--- src/verilog/sram_host_pkg.sv ---
package sram_host_pkg;

  // Memory organisation
  localparam int ADDR_W = 20;
  localparam int DATA_W = 4;
  localparam int WORD_COUNT = 1048576;

  // Host clock period
  localparam int CLK_PERIOD_NS = 8;

  // Device timing, slow grade figures so both grades are served
  localparam int ACCESS_NS = 15;
  localparam int READ_CYCLE_NS = 15;
  localparam int WRITE_CYCLE_NS = 15;
  localparam int ADDR_TO_WEND_NS = 10;
  localparam int WRITE_PULSE_NS = 9;
  localparam int DATA_TO_WEND_NS = 9;
  localparam int ADDR_SETUP_NS = 1;
  localparam int WRITE_RECOVERY_NS = 1;

  // Least time in whole cycles, never below one
  function automatic int min_cycles(input int ns);
    int c;
    c = (ns + CLK_PERIOD_NS - 1) / CLK_PERIOD_NS;
    return (c < 1) ? 1 : c;
  endfunction

  function automatic int max2(input int a, input int b);
    return (a > b) ? a : b;
  endfunction

  // Cycle counts derived from the times above
  localparam int ACCESS_CYC = min_cycles(ACCESS_NS);
  localparam int READ_CYCLE_CYC = min_cycles(READ_CYCLE_NS);
  localparam int WRITE_CYCLE_CYC = min_cycles(WRITE_CYCLE_NS);
  localparam int ADDR_TO_WEND_CYC = min_cycles(ADDR_TO_WEND_NS);
  localparam int WRITE_PULSE_CYC = min_cycles(WRITE_PULSE_NS);
  localparam int DATA_TO_WEND_CYC = min_cycles(DATA_TO_WEND_NS);
  localparam int ADDR_SETUP_CYC = min_cycles(ADDR_SETUP_NS);
  localparam int WRITE_RECOVERY_CYC = min_cycles(WRITE_RECOVERY_NS);

  // Low time of the write strobe covers every lead-in to its end
  localparam int WRITE_LOW_CYC = max2(WRITE_PULSE_CYC, max2(DATA_TO_WEND_CYC, ADDR_TO_WEND_CYC));

  // Extra wait for the read data synchroniser
  localparam int SYNC_CYC = 3;

  // Reset levels of the pin outputs
  localparam logic SEL_N_RESET = 1'b1;
  localparam logic WEN_N_RESET = 1'b1;

  // Controller states, Gray along read and write paths
  typedef enum logic [2:0] {
    ST_IDLE = 3'b000,
    ST_SETUP = 3'b001,
    ST_ACCESS = 3'b011,
    ST_RFINISH = 3'b010,
    ST_WPULSE = 3'b101,
    ST_WFINISH = 3'b100
  } state_t;

endpackage
--- src/verilog/rdata_sync.sv ---
`timescale 1ns/1ps
module rdata_sync import sram_host_pkg::*; #(
  parameter int W = 4
) (
  // Clock and reset
  input wire logic clk,
  input wire logic arst_n,
  // Raw pin level
  input wire logic [W-1:0] pin,
  // Second and third stage
  output logic [W-1:0] stage2,
  output logic [W-1:0] stage3
);

  logic [W-1:0] stage1_reg; // Metastable stage, read only by stage 2
  logic [W-1:0] stage2_reg; // Second stage
  logic [W-1:0] stage3_reg; // Third stage
  logic [W-1:0] stage1_next;
  logic [W-1:0] stage2_next;
  logic [W-1:0] stage3_next;

  // Shift the pin level along the chain
  always_comb begin
    stage1_next = pin;
    stage2_next = stage1_reg;
    stage3_next = stage2_reg;
  end

  // Register the chain
  always_ff @(posedge clk or negedge arst_n) begin
    if (!arst_n) begin
      stage1_reg <= '0;
      stage2_reg <= '0;
      stage3_reg <= '0;
    end else begin
      stage1_reg <= stage1_next;
      stage2_reg <= stage2_next;
      stage3_reg <= stage3_next;
    end
  end

  assign stage2 = stage2_reg;
  assign stage3 = stage3_reg;

endmodule

--- src/verilog/sram_host_ctrl.sv ---
`timescale 1ns/1ps
module sram_host_ctrl import sram_host_pkg::*; #(
  parameter int AW = ADDR_W,
  parameter int DW = DATA_W
) (
  // Clock and reset
  input wire logic REF_CLK,
  input wire logic ARST_N,
  // Request from user logic
  input wire logic REQ_VALID,
  input wire logic REQ_WRITE,
  input wire logic [AW-1:0] REQ_ADDR,
  input wire logic [DW-1:0] REQ_WDATA,
  output logic REQ_READY,
  // Read answer to user logic
  output logic RSP_VALID,
  output logic [DW-1:0] RSP_RDATA,
  // Memory pins
  output logic [AW-1:0] ADDR_IN,
  output logic [DW-1:0] WDATA_IN,
  output logic SEL_N,
  output logic WEN_N,
  input wire logic [DW-1:0] RDATA_OUT
);

  localparam logic [7:0] ACC_WAIT = 8'(ACCESS_CYC + SYNC_CYC); // Access plus synchroniser
  localparam logic [7:0] WLOW_WAIT = 8'(WRITE_LOW_CYC); // Write strobe low time
  localparam logic [7:0] CNT_MAX = 8'hff; // Saturation of helper counts

  state_t state_reg, state_next; // Sequencer state
  logic [7:0] cnt_reg, cnt_next; // Cycles spent in a timed state
  logic is_wr_reg, is_wr_next; // Current access is a write
  logic [AW-1:0] addr_reg, addr_next; // Address pins
  logic [DW-1:0] wdata_reg, wdata_next; // Write data pins
  logic sel_n_reg, sel_n_next; // Select pin
  logic wen_n_reg, wen_n_next; // Write-enable pin
  logic ready_reg, ready_next; // Request port free
  logic rsp_v_reg, rsp_v_next; // Answer strobe
  logic [DW-1:0] rsp_d_reg, rsp_d_next; // Answer data
  logic [DW-1:0] rd_s2; // Synchronised read data, stage 2
  logic [DW-1:0] rd_s3; // Synchronised read data, stage 3
  logic take; // Request accepted this cycle

  // Read data pins cross into the host clock
  rdata_sync #(.W(DW)) u_rdata_sync (
    .clk(REF_CLK),
    .arst_n(ARST_N),
    .pin(RDATA_OUT),
    .stage2(rd_s2),
    .stage3(rd_s3)
  );

  assign take = REQ_VALID && ready_reg && (state_reg == ST_IDLE);

  // Sequencer: next state and pin values
  always_comb begin
    state_next = state_reg;
    cnt_next = cnt_reg;
    is_wr_next = is_wr_reg;
    addr_next = addr_reg;
    wdata_next = wdata_reg;
    sel_n_next = sel_n_reg;
    wen_n_next = wen_n_reg;
    ready_next = ready_reg;
    rsp_v_next = 1'b0;
    rsp_d_next = rsp_d_reg;
    case (state_reg)
      // Wait for a request; address is presented while select is high
      ST_IDLE: begin
        if (take) begin
          addr_next = REQ_ADDR;
          wdata_next = REQ_WDATA;
          is_wr_next = REQ_WRITE;
          ready_next = 1'b0;
          state_next = ST_SETUP;
        end
      end
      // Address has settled; open the access
      ST_SETUP: begin
        sel_n_next = 1'b0;
        wen_n_next = !is_wr_reg;
        cnt_next = 8'h00;
        state_next = is_wr_reg ? ST_WPULSE : ST_ACCESS;
      end
      // Read: wait access time plus sync, then take a settled word
      ST_ACCESS: begin
        if (cnt_reg < ACC_WAIT) begin
          cnt_next = cnt_reg + 8'h01;
        end else if (rd_s2 == rd_s3) begin
          rsp_d_next = rd_s3;
          rsp_v_next = 1'b1;
          sel_n_next = 1'b1;
          state_next = ST_RFINISH;
        end
      end
      // Read closed; address held one more cycle
      ST_RFINISH: begin
        ready_next = 1'b1;
        state_next = ST_IDLE;
      end
      // Write strobe low for pulse, data and address lead times
      ST_WPULSE: begin
        if (cnt_reg < WLOW_WAIT - 8'h01) begin
          cnt_next = cnt_reg + 8'h01;
        end else begin
          wen_n_next = 1'b1;
          sel_n_next = 1'b1;
          state_next = ST_WFINISH;
        end
      end
      // Recovery: address and data held past the end of write
      ST_WFINISH: begin
        ready_next = 1'b1;
        state_next = ST_IDLE;
      end
      default: begin
        sel_n_next = 1'b1;
        wen_n_next = 1'b1;
        ready_next = 1'b1;
        state_next = ST_IDLE;
      end
    endcase
  end

  // Sequencer registers
  always_ff @(posedge REF_CLK or negedge ARST_N) begin
    if (!ARST_N) begin
      state_reg <= ST_IDLE;
      cnt_reg <= 8'h00;
      is_wr_reg <= 1'b0;
      addr_reg <= '0;
      wdata_reg <= '0;
      sel_n_reg <= SEL_N_RESET;
      wen_n_reg <= WEN_N_RESET;
      ready_reg <= 1'b1;
      rsp_v_reg <= 1'b0;
      rsp_d_reg <= '0;
    end else begin
      state_reg <= state_next;
      cnt_reg <= cnt_next;
      is_wr_reg <= is_wr_next;
      addr_reg <= addr_next;
      wdata_reg <= wdata_next;
      sel_n_reg <= sel_n_next;
      wen_n_reg <= wen_n_next;
      ready_reg <= ready_next;
      rsp_v_reg <= rsp_v_next;
      rsp_d_reg <= rsp_d_next;
    end
  end

  // Outputs come straight from flip-flops
  assign REQ_READY = ready_reg;
  assign RSP_VALID = rsp_v_reg;
  assign RSP_RDATA = rsp_d_reg;
  assign ADDR_IN = addr_reg;
  assign WDATA_IN = wdata_reg;
  assign SEL_N = sel_n_reg;
  assign WEN_N = wen_n_reg;

  // Helper logic for checks: age of address and data, strobe low time
  logic [AW-1:0] a_prev_reg, a_prev_next; // Address one cycle ago
  logic [DW-1:0] d_prev_reg, d_prev_next; // Data one cycle ago
  logic [7:0] a_age_reg, a_age_next; // Cycles the address has stood
  logic [7:0] d_age_reg, d_age_next; // Cycles the data has stood
  logic [7:0] wlow_reg, wlow_next; // Cycles write-enable has been low

  // Next values of the helper counts
  always_comb begin
    a_prev_next = ADDR_IN;
    d_prev_next = WDATA_IN;
    a_age_next = (ADDR_IN != a_prev_reg) ? 8'h01 : ((a_age_reg == CNT_MAX) ? CNT_MAX : a_age_reg + 8'h01);
    d_age_next = (WDATA_IN != d_prev_reg) ? 8'h01 : ((d_age_reg == CNT_MAX) ? CNT_MAX : d_age_reg + 8'h01);
    wlow_next = WEN_N ? 8'h00 : ((wlow_reg == CNT_MAX) ? CNT_MAX : wlow_reg + 8'h01);
  end

  // Helper registers
  always_ff @(posedge REF_CLK or negedge ARST_N) begin
    if (!ARST_N) begin
      a_prev_reg <= '0;
      d_prev_reg <= '0;
      a_age_reg <= CNT_MAX;
      d_age_reg <= CNT_MAX;
      wlow_reg <= 8'h00;
    end else begin
      a_prev_reg <= a_prev_next;
      d_prev_reg <= d_prev_next;
      a_age_reg <= a_age_next;
      d_age_reg <= d_age_next;
      wlow_reg <= wlow_next;
    end
  end

  localparam logic [7:0] RD_CYC_MIN = 8'(READ_CYCLE_CYC);
  localparam logic [7:0] WR_CYC_MIN = 8'(WRITE_CYCLE_CYC);
  localparam logic [7:0] AVW_MIN = 8'(ADDR_TO_WEND_CYC);
  localparam logic [7:0] DVW_MIN = 8'(DATA_TO_WEND_CYC);
  localparam logic [7:0] WP_MIN = 8'(WRITE_PULSE_CYC);
endmodule

--- config.mk ---
export PLATFORM = sky130hd
export DESIGN_NAME = sram_host_ctrl
export DESIGN_NICKNAME = d
export VERILOG_FILES = /design/src/verilog/sram_host_pkg.sv /design/src/verilog/rdata_sync.sv /design/src/verilog/sram_host_ctrl.sv
export SDC_FILE = /design/constraint.sdc
export NUM_CORES = 1
export LEC_CHECK = 0
export BUFFER_PORTS_ARGS = -buffer_cell sky130_fd_sc_hd__buf_2
export CORE_MARGIN = 3
export CORE_UTILIZATION = 46
export CTS_CLUSTER_SIZE = 16
export DETAILED_ROUTE_END_ITERATION = 8
export PLACE_DENSITY = 0.72
export SLEW_MARGIN = 20
export SYNTH_ARGS = -nofsm -noshare
export SYNTH_HDL_FRONTEND = slang
export SYNTH_SLANG_ARGS = --single-unit
export TNS_END_PERCENT = 5
--- constraint.sdc ---
create_clock -name REF_CLK -period 1.59 [get_ports REF_CLK]
set_input_delay 0.159 -clock REF_CLK [delete_from_list [all_inputs] [get_ports REF_CLK]]
set_output_delay 0.159 -clock REF_CLK [all_outputs]
set_load 0.01 [all_outputs]
==> results of run 1 <==
## synth_stat cells, drive strengths merged (2+ instances only)
library cell	instances
buf	5
dfrtp	53
ha	2
o21ai	3
xor2	4
nor2b	2
nor3	2
and2	5
a31oi	2
a41oi	2
nor2	9
a31o	2
mux2	30
nand2	2
dfstp	3
a21oi	5
inv	7
## layout make-up
cell class | count | share of cell area (%)
inverters | 7 | 0.897
well taps | 65 | 2.78
repair buffers | 82 | 16.9
clock buffers | 5 | 2.35
clock inverters | 3 | 0.812
multi-input cells | 92 | 28.2
flip-flops and latches | 56 | 48.1
## worst max-delay path, stage by stage (launching register included)
cell	delay [ns]
dfrtp_1	0.40
xor2_1	0.19
nor4_4	0.36
o2111ai_4	0.20
mux2_2	0.31
## cell usage in the layout, fill, tap and decap left out, types with 2 or more instances in the layout
cell type / count
dfstp_2: 3
buf_2: 63
dfrtp_2: 2
mux2_2: 30
inv_1: 7
buf_4: 12
clkbuf_8: 5
nor2b_1: 2
dfrtp_1: 51
a31o_2: 2
a41oi_1: 2
a31oi_1: 2
nor2_1: 9
o21ai_0: 2
dlygate4sd3_1: 5
clkinvlp_4: 2
xor2_1: 4
a21oi_1: 5
and2_1: 5
buf_12: 2
## power breakdown
group	internal, mW	switching, mW
clock	0.313	0.464
sequential	1.73	0.241
combinational	0.829	0.775
## metal layers
layer,up-vias,part of all wire (%),GRT usage (%),wire length [µm]
li1,737,-,-,-
met1,765,39,20.1,1860
met2,50,52,30.2,2470
met3,9,6.6,5.08,311
met4,0,2.2,5.43,104
met5,-,0,0,0
## what timing repair did
| action | CTS | global route |
|---|---|---|
| setup endpoints to repair | 6 | 31 |
| gates cloned | 0 | 0 |
| gates resized for setup | 2 | 7 |
| pin swaps | 0 | 2 |
| hold buffers | 5 | 0 |
| hold endpoints to repair | 57 | 0 |
## cells by family (layout without fill, tap and decap cells)
| family | Yosys count | after routing | share of synthesized area, % |
|---|---|---|---|
| AO/OA/AOI/OAI | 26 | 26 | 8.65 |
| buffers and inverters | 12 | 97 | 2.83 |
| adder cells (fa/ha/maj) | 3 | 3 | 1.55 |
| XOR/XNOR | 4 | 4 | 1.55 |
| multiplexers | 30 | 30 | 15.0 |
| flip-flops | 56 | 56 | 62.3 |
| AND/OR/NAND/NOR | 29 | 29 | 8.15 |
## stage by stage
step	area (µm²)	TNS [ns]	setup WS, ns	hold WS (ns)
detailed placement	2750	-0.128	-0.0883	0.179
floorplan	2260	0	0.0612	-0.137
CTS	2900	-0.0582	-0.0177	0.0697
global route	2930	-0.406	-0.0847	0.0676
global placement	2750	0	0.0565	0.180
finish	2930	0	0.0110	0.0761
## worst max path at each step
stage	startpoint	to	slack [ns]	depth (start not counted)
after CTS	u_rdata_sync.stage3[3]$_DFF_PN0_	RSP_RDATA[0]$_DFFE_PN0P_	-0.02	4
after global routing	cnt_reg[0]$_DFFE_PN0P_	cnt_reg[0]$_DFFE_PN0P_	-0.08	7
final	u_rdata_sync.stage3[3]$_DFF_PN0_	RSP_RDATA[3]$_DFFE_PN0P_	0.01	4
after detailed placement	cnt_reg[0]$_DFFE_PN0P_	cnt_reg[0]$_DFFE_PN0P_	-0.09	6
after global placement	u_rdata_sync.stage3[3]$_DFF_PN0_	RSP_RDATA[2]$_DFFE_PN0P_	0.06	4
after floorplan	cnt_reg[0]$_DFFE_PN0P_	cnt_reg[0]$_DFFE_PN0P_	0.06	6
==> results.toml, run 1 <==
[run_status]
status = "finished, final reports clean"

[clock_tree]
post_cts_buffers = 0
clk_latency_ns = 0.31
h-tree-depth = 2
clk_pin_slew_ns = 0.10
cts.sinks = 56
cts_max_path_buffers = 2
cts_root_buffer = "clkbuf_8"
cts_buffers = 5
tritoncts = "done"

[timing]
tightestPinTransition_ns = 0.321
fmax_ghz = 0.633
period_share_pct = 99.3
slew_headroom_pct = 78.5
drv_slew = 0
final.setup_skew_ns = 0.00891
finalCriticalPeriod_ns = 1.58
timing_hold_violations_final = 0
rsz0062_at_grt = "true"
setup_viol = 0

[final_layout]
nFillCells = 345
area_growth_pct = 29.8
diodes = 0
fin_cells = 310
drive_above_1_share_pct = 53.9
largest_register_ffs = 20
postLayoutCoreUtil_pct = 64.6
nets = 278
multi_input_area_um2 = 826
layout.area.seq_um2 = 1410

[floorplanning]
core_area_um2 = 4530
start_util_pct = 49.8
dieWidth_um = 76.0
ios = 64
rows = 24
dieArea_um2 = 5780
die_h_um = 76.0

[placement]
dpl.cell_count = 297
dp_hpwl_um = 3400
place.gp.congestion = 0.871
portBuffers = 63

[power_and_ir_drop]
total_leakage_power_nw = 1.52
total_power_mw = 4.35
vdd_ir_drop_max_v = 0.000742
power_density_nw_per_um2 = 1490

[global_routing]
grt.overflow.total = 0
grt_max_degree = 57
grt_usage_pct = 17.1
grt_pass1_wl_um = 7940
first_global_vias = 1673
antenna_found_initial = 0

[synthesis]
synth_top_area_cell = "dfrtp_1"
synth_edf_count = 0
synth_nets = 194
synth_seq_cells = 56
ys_async_sr_fraction_pct = 100
ys.flop_type = "dfrtp_1"
syn_area_um2 = 2260
yosysWarnings = 0
yosysSeqAreaShare_pct = 62.3
yosys.area.top_type_share_pct = 58.8
syn_avg_cell_area_um2 = 14.1
synth_cell_types = 42
synth_cells = 160
yosys-top-cells-area = "dfrtp_1, mux2_2, dfstp_2"

[setup_path]
worstPathArrival_ns = 1.77
r2r_cells = 4
r2r-start = "u_rdata_sync.stage3[3]$_DFF_PN0_"
rr_endpoint = "RSP_RDATA[3]$_DFFE_PN0P_"
critPathKind = "register to register"
r2r_setup_slack_ns = 0.01
crit_fanout = 5
end_kind = "register"
worstPathRequired_ns = 1.78
setup.worst_path.start_class = "register"

[routing]
wl_per_cell_um = 15.3
num_vias = 1561
drtIter0Drc = 103
antenna_left = 0
drc_errors = 0
wl_um = 4740
viasPerCell = 5.04
firstDrtPassIters = 4

[job]
drv_cap = 0

[hold_path]
hold_class = "primary input to register"
hp-start = "REQ_WDATA[2]"
min_to = "WDATA_IN[2]$_DFFE_PN0P_"
whs_path_depth = 2
No activity file was read; power rests on OpenSTA's default activity.
==> inputs of run 2 (changes only) <==
- CORE_ASPECT_RATIO: default -> 1.4
==> run 2 against run 1 <==
Clock power up 35%. Fmax increased by 0.52%. Highest routed layer unchanged. Worst hold slack better by 0.013 ns. Cell area grew 2.1%.
==> results.toml, run 2 (same netlist as run 1, synthesis figures left out) <==
[setup_path]
end_kind = "register"
critPathBufInv = 0
critPathKind = "register to register"
setup.worst_path.start_class = "register"
cp_top_family = "flip-flops"
slowest_delay_ns = 0.40
worstPathArrival_ns = 1.75
crit_fanout = 5
worstPathRequired_ns = 1.77
cpMaxStageDelayCell = "dfrtp_1"
r2r_cells = 4
rr_endpoint = "RSP_RDATA[0]$_DFFE_PN0P_"
r2r-start = "u_rdata_sync.stage3[1]$_DFF_PN0_"
r2r_setup_slack_ns = 0.02
cp_cell_sequence = "xor2_1 -> nor4_4 -> o2111ai_4 -> mux2_2"

[timing]
rsz0062_at_grt = "true"
fmax_ghz = 0.637
drv_slew = 0
setup_viol = 0
tightestPinTransition_ns = 0.295
slew_headroom_pct = 80.2
timing_hold_violations_final = 0
period_share_pct = 98.8
setup_tns_ns = 0
finalCriticalPeriod_ns = 1.57
hold_slack_ns = 0.0893
final.setup_skew_ns = 0.00596

[clock_tree]
clk_pin_slew_ns = 0.09
post_cts_buffers = 0
cts_buffers = 5
cts_max_path_buffers = 2
cts.sinks = 56
clk_latency_ns = 0.29
h-tree-depth = 2
tritoncts = "done"
cts_root_buffer = "clkbuf_8"

[final_layout]
nets = 278
area_growth_pct = 32.5
diodes = 0
most-common-layout-cells = "buf_2, dfrtp_1, mux2_2, buf_4, nor2_1"
largest_register_ffs = 20
postLayoutCoreUtil_pct = 64.4
layout_commonest_cell = "buf_2"
drive_above_1_share_pct = 54.5

[hold_path]
min_to = "ADDR_IN[5]$_DFFE_PN0P_"
whs_path_depth = 2
hold_class = "primary input to register"
hp-start = "REQ_ADDR[5]"

[global_routing]
grt.overflow.total = 0
grt_max_degree = 57
antenna_found_initial = 0
grt_pass1_wl_um = 7400
grt_usage_pct = 16.6
first_global_vias = 1685
use_met2_pct = 27.6
grt_busiest_layer = "met2"
use_met1_pct = 19.6
use_met3_pct = 4.96

[placement]
place.gp.congestion = 0.951
portBuffers = 63
dp_hpwl_um = 3200

[floorplanning]
start_util_pct = 48.6
core_area_um2 = 4640
rows = 29
ios = 64
dieWidth_um = 65.2
die_h_um = 88.9
dieArea_um2 = 5790

[power_and_ir_drop]
vdd_ir_drop_max_v = 0.000814
power_density_nw_per_um2 = 1560
total_leakage_power_nw = 1.56

[routing]
firstDrtPassIters = 4
drtIter0Drc = 67
num_vias = 1553
wl_per_cell_um = 14.6
viasPerCell = 5.08
wl_um = 4470
antenna_left = 0
drc_errors = 0

[run_status]
status = "finished, final reports clean"

[job]
drv_cap = 0
-- run 2: cell count changes in the layout (fill, tap and decap cells not counted), moves of 2 or more --
| cell | delta |
|---|---|
| clkinvlp_4 | -2 |
| dfrtp_2 | +2 |
| bufinv_16 | +2 |
| dfrtp_1 | -2 |
-- run 2: final cells by class --
| class | instances | area (µm²) |
|---|---|---|
| sequential | 56 | 1410 |
| fill | 396 | 1660 |
| inverter | 7 | 26.3 |
| clock inverter | 2 | 60.1 |
| tap | 62 | 77.6 |
| clock buffer | 5 | 68.8 |
| timing repair buffer | 82 | 495 |
| multi-input combinational | 92 | 851 |
-- run 2: where the power goes --
| part | switching (mW) | leakage, nW | internal [mW] | total, mW |
|---|---|---|---|---|
| Combinational | 0.790 | 0.790 | 0.850 | 1.64 |
| Clock | 0.426 | 0.0642 | 0.620 | 1.05 |
| Sequential | 0.235 | 0.709 | 1.73 | 1.97 |
| Total | 1.45 | 1.56 | 3.20 | 4.65 |
-- run 2: metal layers --
metal,vias up,wire length [µm]
li1,730,-
met1,759,1680
met2,56,2400
met3,8,289
met4,0,108
met5,-,0
-- run 2: repair_timing --
action,4_1_cts,5_1_grt
resized for setup,2,12
endpoints found under the hold margin,57,0
hold buffers,5,0
pin swaps,1,1
endpoints found under the setup margin,5,31
-- run 2: stage by stage --
step / cells / setup slack (ns) / area, µm² / power (mW)
CTS: 306 / -0.00245 / 2930 / 4.55
finish: 306 / 0.0192 / 2990 / 4.65
floorplan: 160 / 0.0612 / 2260 / 2.85
global route: 306 / -0.0635 / 2990 / 4.96
detailed placement: 294 / -0.0354 / 2740 / 3.46
global placement: 294 / 0.0279 / 2740 / 3.42
-- run 2: worst max path at each step --
| stage | start | slack (ns) | endpoint | cells after the start |
|---|---|---|---|---|
| floorplan | cnt_reg[0]$_DFFE_PN0P_ | 0.06 | cnt_reg[0]$_DFFE_PN0P_ | 6 |
| global placement | cnt_reg[0]$_DFFE_PN0P_ | 0.03 | cnt_reg[0]$_DFFE_PN0P_ | 6 |
| detailed placement | cnt_reg[0]$_DFFE_PN0P_ | -0.04 | cnt_reg[0]$_DFFE_PN0P_ | 6 |
| CTS | u_rdata_sync.stage3[3]$_DFF_PN0_ | -0.002 | RSP_RDATA[0]$_DFFE_PN0P_ | 4 |
| global route | u_rdata_sync.stage2[1]$_DFF_PN0_ | -0.06 | RSP_RDATA[0]$_DFFE_PN0P_ | 4 |
| finish | u_rdata_sync.stage3[1]$_DFF_PN0_ | 0.02 | RSP_RDATA[0]$_DFFE_PN0P_ | 4 |
